`src/hw/sad_pkg.sv`:
```
/*
 * Shared constants for the converter control block and its reader:
 * bus widths, timing figures and the cycle counts derived from them.
 * Assumes a single 250 MHz system clock on both ends.
 */
package sad_pkg;

   localparam int CLK_MHZ        = 250;
   localparam int RESULT_W       = 16;
   localparam int BYTE_W         = 8;
   localparam int CNT_W          = 8;

   // Conversion time, longest figure, rounded down
   localparam int CONV_TIME_NS   = 700;
   localparam int CONV_CYCLES    = (CONV_TIME_NS * CLK_MHZ) / 1000;

   // Trigger low time, least figure, rounded up
   localparam int TRIG_LOW_NS    = 20;
   localparam int TRIG_CYCLES    = (TRIG_LOW_NS * CLK_MHZ + 999) / 1000;

   // Read quiet zone around the trigger falling edge, least figures
   localparam int QUIET_PRE_NS   = 50;
   localparam int QUIET_PRE_CYC  = (QUIET_PRE_NS * CLK_MHZ + 999) / 1000;
   localparam int QUIET_POST_NS  = 40;
   localparam int QUIET_POST_CYC = (QUIET_POST_NS * CLK_MHZ + 999) / 1000;

   // Cycles from read strobe low until the reader samples the bus
   localparam int READ_LAT_CYC   = 3;

   // Conversions after power-on that only load trim data
   localparam int TRIM_CONVS     = 3;

   localparam logic [RESULT_W-1:0] RESULT_RESET = 16'h0000;
   localparam logic [BYTE_W-1:0]   FILL_BYTE    = 8'hFF;

endpackage : sad_pkg

```
`src/hw/sad_link_if.sv`:
```
/*
 * Pin-level link between the converter and its reader.
 * Assumes both ends share clk_i; the result bus is modelled as
 * value plus output enable, the bench resolves the wire.
 */
`timescale 1ns/10ps

interface sad_link_if;

   logic                            conversion_trigger_n;
   logic                            select_n;
   logic                            read_n;
   logic                            byte_sel;
   logic                            busy;
   logic [sad_pkg::RESULT_W-1:0]    result_bus_lines;
   logic                            result_bus_oe;

   modport device (
      input  conversion_trigger_n,
      input  select_n,
      input  read_n,
      input  byte_sel,
      output busy,
      output result_bus_lines,
      output result_bus_oe
   );

   modport host (
      output conversion_trigger_n,
      output select_n,
      output read_n,
      output byte_sel,
      input  busy,
      input  result_bus_lines,
      input  result_bus_oe
   );

endinterface : sad_link_if

```
`src/hw/sad_fifo.sv`:
```
/*
 * Small synchronous FIFO in flip-flops with valid/ready on both sides.
 * Assumes one clock and a synchronous active-high reset.
 */
`timescale 1ns/10ps

module sad_fifo #(
   parameter int WIDTH = 16,
   parameter int DEPTH = 4
) (
   input  wire logic             clk_i,
   input  wire logic             rst_i,
   input  wire logic [WIDTH-1:0] in_data_i,
   input  wire logic             in_valid_i,
   output logic                  in_ready_o,
   output logic [WIDTH-1:0]      out_data_o,
   output logic                  out_valid_o,
   input  wire logic             out_ready_i
);

   localparam int AW = (DEPTH > 1) ? $clog2(DEPTH) : 1;

   logic [WIDTH-1:0] mem [DEPTH];
   logic [AW-1:0]    wr_ptr;
   logic [AW-1:0]    rd_ptr;
   logic [AW:0]      count;
   logic [AW-1:0]    next_wr_ptr;
   logic [AW-1:0]    next_rd_ptr;
   logic [AW:0]      next_count;
   logic             push;
   logic             pop;

   function automatic logic [AW-1:0] bump(input logic [AW-1:0] p);
      bump = (p == AW'(DEPTH - 1)) ? '0 : p + AW'(1);
   endfunction : bump

   assign in_ready_o  = (count != (AW+1)'(DEPTH));
   assign out_valid_o = (count != '0);
   assign out_data_o  = mem[rd_ptr];
   assign push        = in_valid_i & in_ready_o;
   assign pop         = out_valid_o & out_ready_i;

   always_comb
   begin
      next_wr_ptr = push ? bump(wr_ptr) : wr_ptr;
      next_rd_ptr = pop ? bump(rd_ptr) : rd_ptr;
      next_count  = count + (AW+1)'(push) - (AW+1)'(pop);
   end

   always_ff @(posedge clk_i)
   begin
      if (rst_i)
      begin
         wr_ptr <= '0;
         rd_ptr <= '0;
         count  <= '0;
      end
      else
      begin
         wr_ptr <= next_wr_ptr;
         rd_ptr <= next_rd_ptr;
         count  <= next_count;
      end
   end

   // Storage needs no reset; empty flag hides stale words
   always_ff @(posedge clk_i)
   begin
      if (push)
      begin
         mem[wr_ptr] <= in_data_i;
      end
   end

endmodule : sad_fifo

```
`src/hw/sad_host.sv`:
```
/*
 * Reader end: triggers conversions, waits out busy, reads the result
 * over the full or the folded byte bus and queues it in a FIFO.
 * Assumes the converter shares clk_i and registers its bus drivers.
 */
`timescale 1ns/10ps

module sad_host #(
   parameter int FIFO_DEPTH = 4,
   parameter int DROP_CONVS = sad_pkg::TRIM_CONVS
) (
   input  wire logic                         clk_i,
   input  wire logic                         rst_i,
   sad_link_if.host                          link,
   input  wire logic                         start_i,
   input  wire logic                         byte_mode_i,
   output logic [sad_pkg::RESULT_W-1:0]      result_o,
   output logic                              result_valid_o,
   input  wire logic                         result_ready_i,
   output logic                              idle_o
);

   typedef enum logic [2:0] {
      H_IDLE, H_TRIG, H_WAIT, H_READ_HI, H_READ_LO, H_PUSH, H_GAP
   } sad_host_state_t;

   sad_host_state_t               state;
   sad_host_state_t               next_state;
   logic [sad_pkg::CNT_W-1:0]     cnt;
   logic [sad_pkg::CNT_W-1:0]     next_cnt;
   logic [sad_pkg::RESULT_W-1:0]  word;
   logic [sad_pkg::RESULT_W-1:0]  next_word;
   logic [1:0]                    drop;
   logic [1:0]                    next_drop;
   logic                          narrow;
   logic                          next_narrow;
   logic                          sel_n;
   logic                          next_sel_n;
   logic                          trig_n;
   logic                          next_trig_n;
   logic                          rd_n;
   logic                          next_rd_n;
   logic                          bsel;
   logic                          next_bsel;
   logic                          push_valid;
   logic                          push_ready;
   logic                          read_due;

   assign read_due   = (cnt == sad_pkg::CNT_W'(sad_pkg::READ_LAT_CYC - 1));
   assign push_valid = (state == H_PUSH) & (drop == 2'(DROP_CONVS));

   always_comb
   begin
      next_state  = state;
      next_cnt    = cnt + sad_pkg::CNT_W'(1);
      next_word   = word;
      next_drop   = drop;
      next_narrow = narrow;
      next_sel_n  = sel_n;
      next_trig_n = 1'b1;
      next_rd_n   = 1'b1;
      next_bsel   = 1'b0;
      unique case (state)
         H_IDLE:
         begin
            next_cnt = '0;
            if (start_i)
            begin
               next_narrow = byte_mode_i;
               next_sel_n  = 1'b0;
               next_trig_n = 1'b0;
               next_state  = H_TRIG;
            end
         end
         H_TRIG:
         begin
            next_trig_n = 1'b0;
            if (cnt == sad_pkg::CNT_W'(sad_pkg::TRIG_CYCLES - 1))
            begin
               next_trig_n = 1'b1;
               next_cnt    = '0;
               next_state  = H_WAIT;
            end
         end
         H_WAIT:
         begin
            // Busy rises before this state is reached, so low means done
            if (~link.busy & (cnt >= sad_pkg::CNT_W'(sad_pkg::QUIET_POST_CYC)))
            begin
               next_rd_n  = 1'b0;
               next_cnt   = '0;
               next_state = H_READ_HI;
            end
         end
         H_READ_HI:
         begin
            next_rd_n = 1'b0;
            if (read_due)
            begin
               next_cnt = '0;
               if (narrow)
               begin
                  next_word[15:8] = link.result_bus_lines[15:8];
                  next_bsel       = 1'b1;
                  next_state      = H_READ_LO;
               end
               else
               begin
                  next_word  = link.result_bus_lines;
                  next_rd_n  = 1'b1;
                  next_state = H_PUSH;
               end
            end
         end
         H_READ_LO:
         begin
            next_rd_n = 1'b0;
            next_bsel = 1'b1;
            if (read_due)
            begin
               next_word[7:0] = link.result_bus_lines[15:8];
               next_rd_n      = 1'b1;
               next_bsel      = 1'b0;
               next_state     = H_PUSH;
            end
         end
         H_PUSH:
         begin
            next_cnt = '0;
            if (drop != 2'(DROP_CONVS))
            begin
               next_drop  = drop + 2'd1;
               next_state = H_GAP;
            end
            else if (push_ready)
            begin
               next_state = H_GAP;
            end
         end
         H_GAP:
         begin
            // Keeps reads clear of the next trigger edge
            if (cnt == sad_pkg::CNT_W'(sad_pkg::QUIET_PRE_CYC - 1))
            begin
               next_sel_n = 1'b1;
               next_state = H_IDLE;
            end
         end
         default:
         begin
            next_state = H_IDLE;
         end
      endcase
   end

   always_ff @(posedge clk_i)
   begin
      if (rst_i)
      begin
         state  <= H_IDLE;
         cnt    <= '0;
         word   <= sad_pkg::RESULT_RESET;
         drop   <= '0;
         narrow <= 1'b0;
         sel_n  <= 1'b1;
         trig_n <= 1'b1;
         rd_n   <= 1'b1;
         bsel   <= 1'b0;
      end
      else
      begin
         state  <= next_state;
         cnt    <= next_cnt;
         word   <= next_word;
         drop   <= next_drop;
         narrow <= next_narrow;
         sel_n  <= next_sel_n;
         trig_n <= next_trig_n;
         rd_n   <= next_rd_n;
         bsel   <= next_bsel;
      end
   end

   sad_fifo #(
      .WIDTH (sad_pkg::RESULT_W),
      .DEPTH (FIFO_DEPTH)
   ) u_fifo (
      .clk_i       (clk_i),
      .rst_i       (rst_i),
      .in_data_i   (word),
      .in_valid_i  (push_valid),
      .in_ready_o  (push_ready),
      .out_data_o  (result_o),
      .out_valid_o (result_valid_o),
      .out_ready_i (result_ready_i)
   );

   assign link.conversion_trigger_n = trig_n;
   assign link.select_n             = sel_n;
   assign link.read_n               = rd_n;
   assign link.byte_sel             = bsel;
   assign idle_o                    = (state == H_IDLE);

endmodule : sad_host

```
`src/flat_wrapper.sv`:
```
// flat-port wrapper written by rule: the top's interface ports become plain ports
module sad_host_flat 
#(
   parameter int FIFO_DEPTH = 4,
   parameter int DROP_CONVS = sad_pkg::TRIM_CONVS
)
  (clk_i, rst_i, start_i, byte_mode_i, result_o, result_valid_o, result_ready_i, idle_o, link_conversion_trigger_n, link_select_n, link_read_n, link_byte_sel, link_busy, link_result_bus_lines, link_result_bus_oe);
  sad_link_if link_i ();
  input  wire logic clk_i;
  input  wire logic rst_i;
  input  wire logic start_i;
  input  wire logic byte_mode_i;
  output logic [sad_pkg::RESULT_W-1:0] result_o;
  output logic result_valid_o;
  input  wire logic result_ready_i;
  output logic idle_o;
  output wire logic [$bits(link_i.conversion_trigger_n)-1:0] link_conversion_trigger_n;
  output wire logic [$bits(link_i.select_n)-1:0] link_select_n;
  output wire logic [$bits(link_i.read_n)-1:0] link_read_n;
  output wire logic [$bits(link_i.byte_sel)-1:0] link_byte_sel;
  input wire logic [$bits(link_i.busy)-1:0] link_busy;
  input wire logic [$bits(link_i.result_bus_lines)-1:0] link_result_bus_lines;
  input wire logic [$bits(link_i.result_bus_oe)-1:0] link_result_bus_oe;
  assign link_conversion_trigger_n = link_i.conversion_trigger_n;
  assign link_select_n = link_i.select_n;
  assign link_read_n = link_i.read_n;
  assign link_byte_sel = link_i.byte_sel;
  assign link_i.busy = link_busy;
  assign link_i.result_bus_lines = link_result_bus_lines;
  assign link_i.result_bus_oe = link_result_bus_oe;
  sad_host #(.FIFO_DEPTH(FIFO_DEPTH), .DROP_CONVS(DROP_CONVS)) u_core (.clk_i(clk_i), .rst_i(rst_i), .link(link_i), .start_i(start_i), .byte_mode_i(byte_mode_i), .result_o(result_o), .result_valid_o(result_valid_o), .result_ready_i(result_ready_i), .idle_o(idle_o));
endmodule
```
`config.mk`:
```
export PLATFORM = sky130hd
export DESIGN_NAME = sad_host_flat
export DESIGN_NICKNAME = d
export VERILOG_FILES = /design/src/hw/sad_pkg.sv /design/src/hw/sad_link_if.sv /design/src/hw/sad_fifo.sv /design/src/hw/sad_host.sv /design/src/flat_wrapper.sv
export SDC_FILE = /design/constraint.sdc
export NUM_CORES = 1
export LEC_CHECK = 0
export BUFFER_PORTS_ARGS = -buffer_cell sky130_fd_sc_hd__buf_2
export CAP_MARGIN = 15
export CORE_ASPECT_RATIO = 2
export CORE_MARGIN = 2
export CORE_UTILIZATION = 30
export DETAILED_ROUTE_END_ITERATION = 6
export PLACE_DENSITY = 0.47
export SETUP_SLACK_MARGIN = 0.1
export SLEW_MARGIN = 15
export SYNTH_ARGS = -nofsm -noshare
export SYNTH_HDL_FRONTEND = slang
export SYNTH_SLANG_ARGS = --single-unit
```
`constraint.sdc`:
```
create_clock -name clk_i -period 2.8 [get_ports clk_i]
set_input_delay 0.56 -clock clk_i [delete_from_list [all_inputs] [get_ports clk_i]]
set_output_delay 0.56 -clock clk_i [all_outputs]
set_load 0.05 [all_outputs]
```
==> flow_summary_export.csv <==
group,metric,value,unit
timing,min_period_over_period,0.862,
synthesis,yosys_most_used_dff,"edfxtp_1",
routing,wl_per_cell,15.7,um
clocking,clock_sinks,107,
timing,fin_tns_setup,0,ns
clocking,numCtsBuffers,9,
grt,antenna_found_initial,0,
pwr,pwr_density_cell,779,nW/um^2
clocking,cts_root_buf,"clkbuf_16",
synthesis,synth_cell_type_count,45,
run_status,status,"complete, no violations",
routing,drtAntennaViolNets,0,
clocking,htreeDepth,3,
die,die_w,88.9,um
pwr,irDropWorstVdd,0.445,mV
pwr,switching_power,0.00131,W
clocking,clk_path_buf_depth,2,
routing,dr_total_vias,2576,
routing,via_per_inst,4.65,
routing,routed_wl,8680,um
worst_hold_path,worstHoldPathType,"in2reg",
clocking,clk_pin_slew,0.07,ns
placed_design,portBuffers,43,
synthesis,syn_area_per_cell,14.1,um^2
synthesis,postSynthCellCount,306,
layout,fin_nets,392,
worst_setup_path,crit_fanout,13,
pwr,power_frac_seq,0.450,
synthesis,yosysSeqAreaShare,0.643,
pwr,switching_share,0.330,
layout,n_antenna_cell,0,
die,die_area,15500,um^2
worst_setup_path,crit_arrival,2.64,ns
timing,setup-violations-final,0,
timing,maxSlewViolCount,0,
synthesis,synth-edff-count,64,
die,start_util,0.305,
run,cap_violations,0,
die,core.rowCount,62,
timing,hold_viol_final,0,
timing,period_minus_slack,2.41,ns
pwr,leakage,1.87,nW
synthesis,synth_seq_cells,107,
layout,area_delta_synth_final,18.1,%
routing,met1_length,3610,um
routing,drt_first_pass_iters,4,
routing,drtIter0Drc,112,
grt,grt_pass1_vias,2708,
layout,multi_input_area,1440,um^2
placed_design,place_congestion,0.721,
routing,met2_length,4550,um
clocking,cts_setup_buffers,0,
routing,wl_met3,357,um
timing,slew_headroom,0.551,
routing,dr.max_layer_used,"met4",
die,io_pins,45,
synthesis,syn_nets,341,
clocking,tritoncts,"built",
placed_design,detailed_place_hpwl,5630,um
synthesis,yosys_warnings,0,
placed_design,dp_cells,538,
grt,grt_util_all_layers,0.122,
worst_setup_path,worstPathRequired,3.03,ns
timing,fin_worst_skew,0.00683,ns
die,die_h,174,um
synthesis,synth.cell_area,4330,um^2
grt,grt_max_degree,30,
pwr,pwr-share-clk,0.309,
worst_setup_path,path_class,"reg2reg",
pwr,internal_power,0.00267,W
grt,grt_pass1_wl,14000,um
clocking,clkLatencyLatePin,0.35,ns
timing,rsz0062_at_grt,"false",
layout,fin_cells,554,
worst_setup_path,critPathLaunchType,"register",
die,coreArea,14200,um^2
synthesis,ys_async_sr_fraction,0,
worst_setup_path,end_kind,"register",
timing,max_freq,414,MHz
layout,fill_cells,1371,
layout,regArea,2780,um^2
grt,grt.overflow.total,0,
timing,worstMarginPinSlew,0.667,ns
layout,drive_above_1_share,0.254,
pwr,comb_power_share,0.240,
routing,drcViolationCount,0,
## final timing paths
path	start	endpoint	slack (ns)	cells past startpoint
setup / recovery	u_core.state[1]	u_core.u_fifo.count[2]	0.39	10
hold / removal	link_result_bus_lines[9]	u_core.word[9]	0.46	3
setup reg to reg	u_core.state[1]	u_core.u_fifo.count[2]	0.39	10
hold reg to reg	u_core.u_fifo.rd_ptr[1]	u_core.u_fifo.rd_ptr[1]	0.48	2
## flip-flops by register name, summed over array words and instances, names as in the netlist, named ones only
register and flops:
u_core.cnt 8, u_core.drop 2, u_core.link.byte_sel 1, u_core.link.conversion_trigger_n 1
u_core.link.read_n 1, u_core.link.select_n 1, u_core.narrow 1, u_core.state 3
u_core.u_fifo.count 3, u_core.u_fifo.mem 64, u_core.u_fifo.rd_ptr 2, u_core.u_fifo.wr_ptr 2
u_core.word 16
## cells in the mapped netlist, types with 3 or more instances
library cell  number  area, um^2
nor2b_1            3        18.8
nand3b_1           3        22.5
clkbuf_1          12        45.0
nor3_1             4        20.0
mux4_2            16         360
nor3b_1            5        37.5
and2_1             5        31.3
edfxtp_1          64        1920
and3_1             4        25.0
o21ai_0            3        15.0
a211oi_1           9        67.6
xor2_1             3        26.3
nand2_1           10        37.5
dfxtp_1           43         861
mux2i_1           18         180
xnor2_1            6        52.6
nand3_1            7        35.0
a21oi_1            6        30.0
inv_1             14        52.6
nor2_1            33         124
ha_1              11         138
## cells by family (layout without fill, tap and decap cells)
kind of cell / after synthesis / after routing / share of synthesized area
multiplexers: 34 / 34 / 0.125
AO/OA/AOI/OAI: 31 / 31 / 0.0503
flip-flops: 107 / 107 / 0.643
adder cells (fa/ha/maj): 12 / 12 / 0.0364
AND/OR/NAND/NOR: 84 / 84 / 0.101
buffers and inverters: 29 / 85 / 0.0263
XOR/XNOR: 9 / 9 / 0.0182
## metrics by stage
stage	power (W)	setup slack (ns)	area (um^2)	utilization	hold WS [ns]
final	0.00398	0.387	5110	0.360	0.460
after global routing	0.00419	0.101	5110	0.360	0.464
after CTS	0.00404	0.344	5110	0.360	0.449
after detailed placement	0.00280	0.357	4820	0.339	0.475
after global placement	0.00279	0.363	4820	0.339	0.470
after floorplan	0.00257	0.281	4330	-	0.448
## layout by cell type, fill, tap and decap left out, drive strengths merged, types with 4 or more instances in the layout
cell type | netlist | layout
edfxtp | 64 | 64
buf | 3 | 55
dfxtp | 43 | 43
nor2 | 34 | 34
mux2i | 18 | 18
inv | 14 | 18
mux4 | 16 | 16
ha | 11 | 11
nand2 | 10 | 10
a211oi | 9 | 9
clkbuf | 12 | 9
nand3 | 7 | 7
a21oi | 6 | 6
xnor2 | 6 | 6
and2 | 5 | 5
nor3b | 5 | 5
nor3 | 4 | 4
and3 | 4 | 4
o21ai | 4 | 4
## area by class of cell
| class | instances | share of cell area |
|---|---|---|
| Multi-Input combinational cell | 170 | 0.281 |
| Clock inverter | 7 | 0.0135 |
| Inverter | 14 | 0.0103 |
| Timing Repair Buffer | 55 | 0.0597 |
| Clock buffer | 9 | 0.0441 |
| Tap cell | 192 | 0.0470 |
| Sequential cell | 107 | 0.545 |
## critical path, cell delays in order, from the launching register on
cell and delay [ns]:
dfxtp_1 0.43, and4b_1 0.32, a21boi_1 0.21, inv_1 0.08
ha_1 0.28, inv_1 0.04, ha_1 0.18, fa_1 0.38
xnor2_1 0.20, xnor2_1 0.13, nor2_1 0.05
## routing by layer
layer | vias to the layer above | GRT usage
li1 | 1247 | -
met3 | 11 | 0.0324
met5 | - | 0
met1 | 1274 | 0.145
met2 | 44 | 0.207
met4 | 0 | 0.0423
## timing repair
action                                  CTS  global route
hold buffers                              0             0
gates resized for setup                   0             1
endpoints found under the setup margin    0             1
## power by group through the flow
stage | Sequential (W) | Clock, W | Combinational [W]
6_report | 0.00179 | 0.00123 | 0.000956
5_1_grt | 0.00181 | 0.00134 | 0.00105
4_1_cts | 0.00179 | 0.00128 | 0.000977
3_5_place_dp | 0.00183 | 0 | 0.000974
3_3_place_gp | 0.00182 | 0 | 0.000962
2_1_floorplan | 0.00182 | 0 | 0.000748
(Power assumes the default switching activity.)
